## config.mk

```make
export PLATFORM = sky130hd
export DESIGN_NAME = rtcs_port
export DESIGN_NICKNAME = d
export VERILOG_FILES = /design/src/hdl/rtcs_pkg.sv /design/src/hdl/rtcs_port.sv
export SDC_FILE = /design/constraint.sdc
export NUM_CORES = 1
export LEC_CHECK = 0
export BUFFER_PORTS_ARGS = -buffer_cell sky130_fd_sc_hd__buf_2
export CAP_MARGIN = 15
export CORE_ASPECT_RATIO = 0.5
export CORE_UTILIZATION = 35
export CTS_CLUSTER_SIZE = 24
export DETAILED_ROUTE_END_ITERATION = 8
export SLEW_MARGIN = 30
export SYNTH_ARGS = -nofsm -noshare
export SYNTH_HDL_FRONTEND = slang
export SYNTH_SLANG_ARGS = --single-unit
```

## constraint.sdc

```tcl
create_clock -name mclk -period 4.2 [get_ports mclk]
set_clock_uncertainty 0.05 [all_clocks]
set_input_delay 1.05 -clock mclk [delete_from_list [all_inputs] [get_ports mclk]]
set_output_delay 1.05 -clock mclk [all_outputs]
set_load 0.1 [all_outputs]
```

## src/hdl/rtcs_pkg.sv

```systemverilog
// shared constants and types for the rtc serial slave port
package rtcs_pkg;
    localparam int          DATA_W       = 8;
    localparam int          PTR_W        = 8;
    localparam int          NUM_REGS     = 16;
    localparam logic [6:0]  DEV_ADDR     = 7'h68;
    localparam logic [7:0]  PTR_RESET    = 8'h00;
    localparam logic [3:0]  CNT_ZERO     = 4'h0;
    localparam logic [3:0]  CNT_BYTE     = 4'h8;
    localparam logic [3:0]  CNT_TX_LAST  = 4'h7;
    localparam int          SYNC_STAGES  = 2;
    localparam int          MCLK_MHZ     = 100;
    localparam int          SCL_STD_KHZ  = 100;
    localparam int          SCL_FAST_KHZ = 400;
    // mclk cycles in the shortest scl half period at fast mode, rounded down
    localparam int          SCL_HALF_CYC = (MCLK_MHZ * 1000) / (2 * SCL_FAST_KHZ);

    typedef enum logic [3:0] {
        ST_IDLE,
        ST_ADDR,
        ST_RX,
        ST_ACK,
        ST_TX,
        ST_MACK,
        ST_IGNORE
    } rtcs_state_t;
endpackage : rtcs_pkg

```

## src/hdl/rtcs_port.sv

```systemverilog
// two-wire slave port giving a master pointer based access to the register file
`timescale 1ns/10ps
`default_nettype none
module rtcs_port #(
    parameter int NUM_REGS = rtcs_pkg::NUM_REGS
) (
    input  wire logic                         mclk,
    input  wire logic                         sys_rst,
    input  wire logic                         scl_in,
    input  wire logic                         sda_in,
    output var  logic                         sda_out,
    output var  logic                         sda_oe_n,
    output var  logic                         wr_valid,
    input  wire logic                         wr_ready,
    output var  logic [rtcs_pkg::PTR_W-1:0]   wr_addr,
    output var  logic [rtcs_pkg::DATA_W-1:0]  wr_data,
    output var  logic [rtcs_pkg::PTR_W-1:0]   rd_addr,
    input  wire logic [rtcs_pkg::DATA_W-1:0]  rd_data
);
    import rtcs_pkg::*;

    localparam logic [PTR_W-1:0] PTR_LAST = PTR_W'(NUM_REGS - 1);

    logic [SYNC_STAGES-1:0] scl_sync_reg;
    logic [SYNC_STAGES-1:0] sda_sync_reg;
    logic                   scl_q_reg;
    logic                   sda_q_reg;
    logic                   scl_s;
    logic                   sda_s;
    logic                   start_evt;
    logic                   stop_evt;
    logic                   scl_rise;
    logic                   scl_fall;

    rtcs_state_t            state_reg;
    logic [3:0]             cnt_reg;
    logic [7:0]             sreg_reg;
    logic [7:0]             tx_reg;
    logic                   oe_n_reg;
    logic [PTR_W-1:0]       ptr_reg;
    logic [PTR_W-1:0]       ptr_next;
    logic                   ptr_phase_reg;
    logic                   dir_rd_reg;
    logic                   mack_reg;
    logic                   push_reg;
    logic [PTR_W+DATA_W-1:0] push_data_reg;
    logic                   addr_match;

    logic                   out_valid_reg;
    logic [PTR_W+DATA_W-1:0] out_reg;
    logic                   skid_valid_reg;
    logic [PTR_W+DATA_W-1:0] skid_reg;
    logic                   buf_ready;
    logic                   buf_pop;

    // both pins come from the master's domain, two flops before any use
    // three mclk of latency stays far inside a fast mode half period
    always_ff @(posedge mclk) begin
        if (sys_rst) begin
            scl_sync_reg <= '1;
            sda_sync_reg <= '1;
            scl_q_reg    <= 1'b1;
            sda_q_reg    <= 1'b1;
        end else begin
            scl_sync_reg <= {scl_sync_reg[SYNC_STAGES-2:0], scl_in};
            sda_sync_reg <= {sda_sync_reg[SYNC_STAGES-2:0], sda_in};
            scl_q_reg    <= scl_sync_reg[SYNC_STAGES-1];
            sda_q_reg    <= sda_sync_reg[SYNC_STAGES-1];
        end
    end

    assign scl_s     = scl_sync_reg[SYNC_STAGES-1];
    assign sda_s     = sda_sync_reg[SYNC_STAGES-1];
    assign start_evt = scl_s && scl_q_reg && sda_q_reg && !sda_s;
    assign stop_evt  = scl_s && scl_q_reg && !sda_q_reg && sda_s;
    assign scl_rise  = scl_s && !scl_q_reg;
    assign scl_fall  = !scl_s && scl_q_reg;
    assign addr_match = (sreg_reg[7:1] == DEV_ADDR);
    assign ptr_next  = (ptr_reg == PTR_LAST) ? '0 : ptr_reg + 1'b1;

    // protocol engine; the clock line is never driven, all timing follows scl
    always_ff @(posedge mclk) begin
        if (sys_rst) begin
            state_reg     <= ST_IDLE;
            cnt_reg       <= CNT_ZERO;
            sreg_reg      <= '0;
            tx_reg        <= '0;
            oe_n_reg      <= 1'b1;
            ptr_reg       <= PTR_RESET;
            ptr_phase_reg <= 1'b0;
            dir_rd_reg    <= 1'b0;
            mack_reg      <= 1'b0;
            push_reg      <= 1'b0;
            push_data_reg <= '0;
        end else begin
            push_reg <= 1'b0;
            if (start_evt) begin
                state_reg <= ST_ADDR;
                cnt_reg   <= CNT_ZERO;
                oe_n_reg  <= 1'b1;
            end else if (stop_evt) begin
                state_reg <= ST_IDLE;
                oe_n_reg  <= 1'b1;
            end else begin
                case (state_reg)
                    ST_ADDR, ST_RX: begin
                        if (scl_rise && cnt_reg != CNT_BYTE) begin
                            sreg_reg <= {sreg_reg[6:0], sda_s};
                            cnt_reg  <= cnt_reg + 1'b1;
                        end else if (scl_fall && cnt_reg == CNT_BYTE) begin
                            cnt_reg <= CNT_ZERO;
                            if (state_reg == ST_ADDR) begin
                                if (addr_match) begin
                                    dir_rd_reg    <= sreg_reg[0];
                                    ptr_phase_reg <= !sreg_reg[0];
                                    oe_n_reg      <= 1'b0;
                                    state_reg     <= ST_ACK;
                                end else begin
                                    state_reg <= ST_IGNORE;
                                end
                            end else if (ptr_phase_reg) begin
                                ptr_reg       <= sreg_reg[PTR_W-1:0];
                                ptr_phase_reg <= 1'b0;
                                oe_n_reg      <= 1'b0;
                                state_reg     <= ST_ACK;
                            end else if (buf_ready) begin
                                push_reg      <= 1'b1;
                                push_data_reg <= {ptr_reg, sreg_reg};
                                ptr_reg       <= ptr_next;
                                oe_n_reg      <= 1'b0;
                                state_reg     <= ST_ACK;
                            end else begin
                                // buffer full: refuse the byte rather than lose it
                                state_reg <= ST_IGNORE;
                            end
                        end
                    end
                    ST_ACK: begin
                        // hold low across the whole high phase, leave at the fall
                        if (scl_fall) begin
                            if (dir_rd_reg) begin
                                tx_reg    <= rd_data;
                                oe_n_reg  <= rd_data[7];
                                state_reg <= ST_TX;
                            end else begin
                                oe_n_reg  <= 1'b1;
                                state_reg <= ST_RX;
                            end
                        end
                    end
                    ST_TX: begin
                        if (scl_fall) begin
                            if (cnt_reg == CNT_TX_LAST) begin
                                cnt_reg   <= CNT_ZERO;
                                oe_n_reg  <= 1'b1;
                                ptr_reg   <= ptr_next;
                                mack_reg  <= 1'b0;
                                state_reg <= ST_MACK;
                            end else begin
                                cnt_reg  <= cnt_reg + 1'b1;
                                tx_reg   <= {tx_reg[6:0], 1'b0};
                                oe_n_reg <= tx_reg[6];
                            end
                        end
                    end
                    ST_MACK: begin
                        if (scl_rise) begin
                            if (sda_s) begin
                                state_reg <= ST_IGNORE;
                            end else begin
                                mack_reg <= 1'b1;
                            end
                        end else if (scl_fall && mack_reg) begin
                            tx_reg    <= rd_data;
                            oe_n_reg  <= rd_data[7];
                            state_reg <= ST_TX;
                        end
                    end
                    default: begin
                        oe_n_reg <= 1'b1;
                    end
                endcase
            end
        end
    end

    // two-entry buffer toward the register file; the skid slot absorbs a stall
    assign buf_ready = !skid_valid_reg;
    assign buf_pop   = out_valid_reg && wr_ready;

    always_ff @(posedge mclk) begin
        if (sys_rst) begin
            out_valid_reg  <= 1'b0;
            out_reg        <= '0;
            skid_valid_reg <= 1'b0;
            skid_reg       <= '0;
        end else if (!out_valid_reg || buf_pop) begin
            if (skid_valid_reg) begin
                out_reg        <= skid_reg;
                out_valid_reg  <= 1'b1;
                skid_valid_reg <= 1'b0;
            end else begin
                out_reg       <= push_data_reg;
                out_valid_reg <= push_reg;
            end
        end else if (push_reg) begin
            skid_reg       <= push_data_reg;
            skid_valid_reg <= 1'b1;
        end
    end

    assign sda_out  = 1'b0;
    assign sda_oe_n = oe_n_reg;
    assign wr_valid = out_valid_reg;
    assign wr_addr  = out_reg[PTR_W+DATA_W-1:DATA_W];
    assign wr_data  = out_reg[DATA_W-1:0];
    assign rd_addr  = ptr_reg;
endmodule : rtcs_port
`default_nettype wire

```

==> results.yml, run 1 <==
outcome:
  outcome: "complete, no violations"
power_and_ir_drop:
  ir_drop_mv: 0.322
  switching_power_w: 0.000705
  clkPwrFrac_pct: 37.4
  power_frac_seq_pct: 44.0
  comb_power_share_pct: 18.6
  p_int_w: 0.00147
  p_leak_nw: 1.68
  p_per_area_nw_per_um2: 454
  power_switching_share_pct: 32.4
detailed_routing:
  drt_first_pass_iters: 5
  drc: 0
  detail-route-antenna-nets: 0
  wl_met2_microns: 3790
  vias: 3304
  wire_per_inst_microns: 14.0
  met1_length_microns: 4810
  drt_iter0_drc: 227
  routed.top_layer: "met4"
  wl_met3_microns: 396
  vias_per_cell: 5.07
  wirelength_microns: 9110
final_layout:
  areaGrowthSynthToFinish_pct: 13.1
  antenna_cells: 0
  regArea_sq_um: 1820
  multi_input_comb_area_sq_um: 2230
  nFillCells: 1134
  final_util_pct: 42.1
  nets: 504
  drive_gt1_share_pct: 18.1
worst_hold_path:
  whs_path_depth: 1
  hp-class: "reg2reg"
timing:
  fmax_ghz: 0.362
  final-max-slew-violation-count: 0
  fin_setup_tns_ns: 0
  tightest_slew_ns: 0.920
  timing.final.crit_share_pct: 65.8
  period_minus_slack_ns: 2.76
  rsz0062_at_grt: "false"
  slew-limit-headroom_pct: 38.6
  hold_violations: 0
  layout_setup_ws_ns: 1.44
  finalSetupViolations: 0
logic_synthesis:
  synthesis.instances: 468
  syn_nets: 484
  synth_seq_cells: 91
  synth_edf_count: 0
  synth_adder_area_share_pct: 0.886
  synth_ff_type: "dfxtp_1"
  yosys_warnings: 0
  syn_area_sq_um: 4240
  syn_area_per_cell_sq_um: 9.05
  synthArstFlopShare_pct: 0
  synth.yosys.seq_area_share_pct: 43.0
  yosys.area_share.xor_xnor_pct: 1.27
  synth-simple-area-share_pct: 21.7
  synth.mux.area_fraction_pct: 10.9
  synth_top_family_by_area: "simple AND/OR/NAND/NOR gates"
  synth_compound_area_share_pct: 17.4
  netlist-cell-type-count: 72
clocking:
  post_cts_buffers: 0
  hold_buffers: 0
  clockBufferDepth: 2
  ctsResizeCount: 0
  cts_max_level: 3
  clk_pin_slew_ns: 0.07
  cts_sinks: 91
  cts_made_buffers: 9
  clock_latency_ns: 0.35
  cts_root_buffer: "clkbuf_16"
  tritoncts: "yes"
die:
  die_w_microns: 158
  rows: 27
  core_sq_um: 11400
  die_area_sq_um: 12600
  initial_core_util_pct: 37.2
  num_io_pins: 40
  die_h_microns: 79.8
critical_path:
  worstPathRequired_ns: 4.39
  cp_slowest_cell: "dfxtp_1"
  cp_common_cell: "nor2_1"
  r2r_cells: 6
  worstPathMaxFanout: 16
  cp.arrival_ns: 2.95
  critical_path.max_stage_delay_ns: 0.65
  end_kind: "flip-flop"
  crit_path_start_kind: "flip-flop"
  path_class: "reg2reg"
  path_cells: "nand2b_1, nor2_1, a21oi_1, nor4b_4, nor2_1, a311oi_1"
grt:
  grt_overflow: 0
  grt_usage_pct: 15.6
  grt_pass1_wl_microns: 15400
  grt_pass1_vias: 3074
  grt_start_max_net_pins: 49
  grt_antenna_before_repair: 0
placement:
  portBuffers: 38
  place_congestion: 0.805
  dp_slack_ns: 1.46
  hpwl_microns: 6070
job:
  maxCapViolations: 0
-- path summary, 6_finish.rpt --
| path | from | end | slack [ns] |
|---|---|---|---|
| worst min-delay path | sda_sync_reg[0] | sda_sync_reg[1] | 0.36 |
| worst min register to register | sda_sync_reg[0] | sda_sync_reg[1] | 0.36 |
| worst max-delay path | state_reg[1] | tx_reg[6] | 1.44 |
| worst max register to register | state_reg[1] | tx_reg[6] | 1.44 |
-- critical path, delay by kind of cell, from the launching register on --
kind / cells / cell delay, ns
flops: 1 / 0.65
simple gates: 4 / 1.44
compound gates: 2 / 0.50
-- layout by cell type, fill, tap and decap left out, types with 4 or more instances in the layout --
master	count
dfxtp_1	91
nand2b_1	8
buf_4	4
nor2b_1	5
nor3_1	9
mux2i_1	45
o21ai_0	10
a31oi_1	5
a211oi_1	19
clkbuf_16	9
inv_1	4
a21oi_1	31
nand3_1	4
nor2_1	67
a311oi_1	5
nand2_1	57
buf_2	38
or2_2	7
-- metal layers --
| metal | up-vias | global-route usage [%] |
|---|---|---|
| li1 | 1690 | - |
| met1 | 1550 | 22.0 |
| met2 | 55 | 23.1 |
| met3 | 9 | 4.07 |
| met4 | 0 | 4.95 |
| met5 | - | 0 |
-- final cells by class --
class,instances,share of cell area (%)
Timing Repair Buffer,42,4.60
Sequential cell,91,38.0
Clock inverter,7,1.67
Tap cell,159,4.15
Multi-Input combinational cell,339,46.5
Clock buffer,9,4.70
Inverter,5,0.392
-- per-stage QoR --
stage                     hold slack (ns)  total power [W]  cell area, sq um  cells
after floorplan                     0.339          0.00132              4240    468
after global placement              0.344          0.00138              4480    636
after detailed placement            0.346          0.00138              4490    636
after CTS                           0.363          0.00220              4790    652
after global routing                0.370          0.00228              4790    652
final                               0.362          0.00218              4790    652
-- cell usage after synthesis, drive strengths merged (4+ instances only) --
cell     n  area (sq um)
a311oi   8          88.8
buf     14           109
dfxtp   91          1820
nor3    10          55.1
nor2    67           251
or2      9          58.8
o21ai   13          68.8
nor2b    5          31.3
nand3    6          40.0
nand2   57           214
clkbuf  19          71.3
a211oi  19           143
a21oi   31           155
mux2i   45           450
inv      5          18.8
nor3b    4          40.0
a31oi    5          31.3
nand2b   9          56.3
-- power groups by stage --
stage | logic, W | clock network (W) | registers [W]
after floorplan | 0.000348 | 0 | 0.000976
after global placement | 0.000401 | 0 | 0.000975
after detailed placement | 0.000403 | 0 | 0.000977
after CTS | 0.000404 | 0.000837 | 0.000957
after global routing | 0.000440 | 0.000874 | 0.000964
final | 0.000404 | 0.000814 | 0.000957
-- cells by family (layout without fill, tap and decap cells) --
logic type / after synthesis / in the layout
and+or+nand+nor: 185 / 185
AOI/OAI and AO/OA: 100 / 100
other: 1 / 1
muxes: 46 / 46
buffers and inverters: 38 / 63
adders and majority gates: 3 / 3
DFF: 91 / 91
xor gates and xnor gates: 4 / 4
No activity file was read; power rests on OpenSTA's default activity.
==> run 2: changes to the inputs <==
==> constraint.sdc (replaced) <==
create_clock -name mclk -period 2.8 [get_ports mclk]
set_clock_uncertainty 0.05 [all_clocks]
set_input_delay 0.7 -clock mclk [delete_from_list [all_inputs] [get_ports mclk]]
set_output_delay 0.7 -clock mclk [all_outputs]
set_load 0.1 [all_outputs]
==> results.yml, run 2 (synthesis results as in run 1) <==
outcome:
  outcome: "complete, no violations"
timing:
  finalSetupViolations: 0
  final-max-slew-violation-count: 0
  slew-limit-headroom_pct: 52.9
  rsz0062_at_grt: "false"
  fmax_ghz: 0.408
  period_minus_slack_ns: 2.45
  tightest_slew_ns: 0.703
  fin_setup_tns_ns: 0
  hold_violations: 0
  timing.final.crit_share_pct: 87.5
grt:
  grt_antenna_before_repair: 0
  grt_usage_pct: 16.2
  grt_overflow: 0
  grt_start_max_net_pins: 78
  grt_pass1_vias: 3117
  grt_pass1_wl_microns: 16000
clocking:
  ctsResizeCount: 0
  cts_made_buffers: 9
  tritoncts: "yes"
  cts_sinks: 91
  post_cts_buffers: 0
  cts_root_buffer: "clkbuf_16"
  clockBufferDepth: 2
  clk_pin_slew_ns: 0.07
  clock_latency_ns: 0.34
  cts_max_level: 3
  hold_buffers: 0
critical_path:
  path_class: "reg2reg"
  end_kind: "flip-flop"
  worstPathRequired_ns: 3.01
  worstPathMaxFanout: 12
  crit_path_start_kind: "flip-flop"
  cp.arrival_ns: 2.66
detailed_routing:
  drt_first_pass_iters: 4
  wirelength_microns: 9250
  drt_iter0_drc: 157
  vias: 3339
  wire_per_inst_microns: 14.1
  detail-route-antenna-nets: 0
  vias_per_cell: 5.08
  drc: 0
die:
  die_h_microns: 79.8
  die_area_sq_um: 12600
  core_sq_um: 11400
  num_io_pins: 40
  rows: 27
  die_w_microns: 158
  initial_core_util_pct: 37.2
final_layout:
  nets: 509
  drive_gt1_share_pct: 18.7
  areaGrowthSynthToFinish_pct: 14.4
  antenna_cells: 0
  fin_cells: 657
  final_common_cell: "dfxtp_1"
  layout_common_cells: "dfxtp_1 (91), nor2_1 (67), nand2_1 (57), mux2i_1 (45), buf_2 (38)"
job:
  maxCapViolations: 0
placement:
  place_congestion: 0.865
  hpwl_microns: 6300
  portBuffers: 38
  dp_cells: 641
power_and_ir_drop:
  p_leak_nw: 1.71
  ir_drop_mv: 0.292
  p_per_area_nw_per_um2: 686
worst_hold_path:
  hp-class: "reg2reg"
==> run 2: per-stage QoR <==
step	hold WS, ns	total power, W	instance area (sq um)	worst slack (ns)	util [%]
3_3_place_gp	0.346	0.00209	4530	0.460	39.8
5_1_grt	0.387	0.00350	4850	0.0826	42.6
3_5_place_dp	0.349	0.00209	4530	0.370	39.8
6_report	0.362	0.00332	4850	0.350	42.6
4_1_cts	0.366	0.00336	4850	0.354	42.6
2_1_floorplan	0.339	0.00199	4240	0.550	-
==> run 2: power by group <==
part	leakage (nW)	internal (W)	switching [W]
registers	0.735	0.00134	0.0000821
logic	0.824	0.000247	0.000389
clock network	0.155	0.000727	0.000533
==> run 2: critical path, stage by stage, from the launching register on <==
cell,delay (ns)
dfxtp_1,0.67
nand2b_1,0.33
o22ai_1,0.12
a21oi_1,0.21
nor4b_4,0.62
nor2_1,0.11
a311oi_2,0.25
==> run 2: worst paths after layout <==
kind	cells after the start	from	end	slack (ns)
max reg2reg	6	state_reg[1]	tx_reg[2]	0.35
min	1	scl_sync_reg[0]	scl_sync_reg[1]	0.36
min reg2reg	1	scl_sync_reg[0]	scl_sync_reg[1]	0.36
max	6	state_reg[1]	tx_reg[2]	0.35
==> run 2: final cells by class <==
| class | instances | area [sq um] |
|---|---|---|
| timing repair buffer | 47 | 270 |
| tap | 159 | 199 |
| clock buffer | 10 | 239 |
| fill | 1176 | 6540 |
| clock inverter | 6 | 72.6 |
| inverter | 5 | 18.8 |
| multi-input combinational | 339 | 2220 |
| sequential | 91 | 1820 |
==> run 2: per-layer routing <==
metal / global-route usage (%) / part of all wire (%)
met5: 0 / 0
met1: 23.2 / 52
met2: 23.6 / 43
met3: 3.96 / 4.1
met4: 5.05 / 1.4
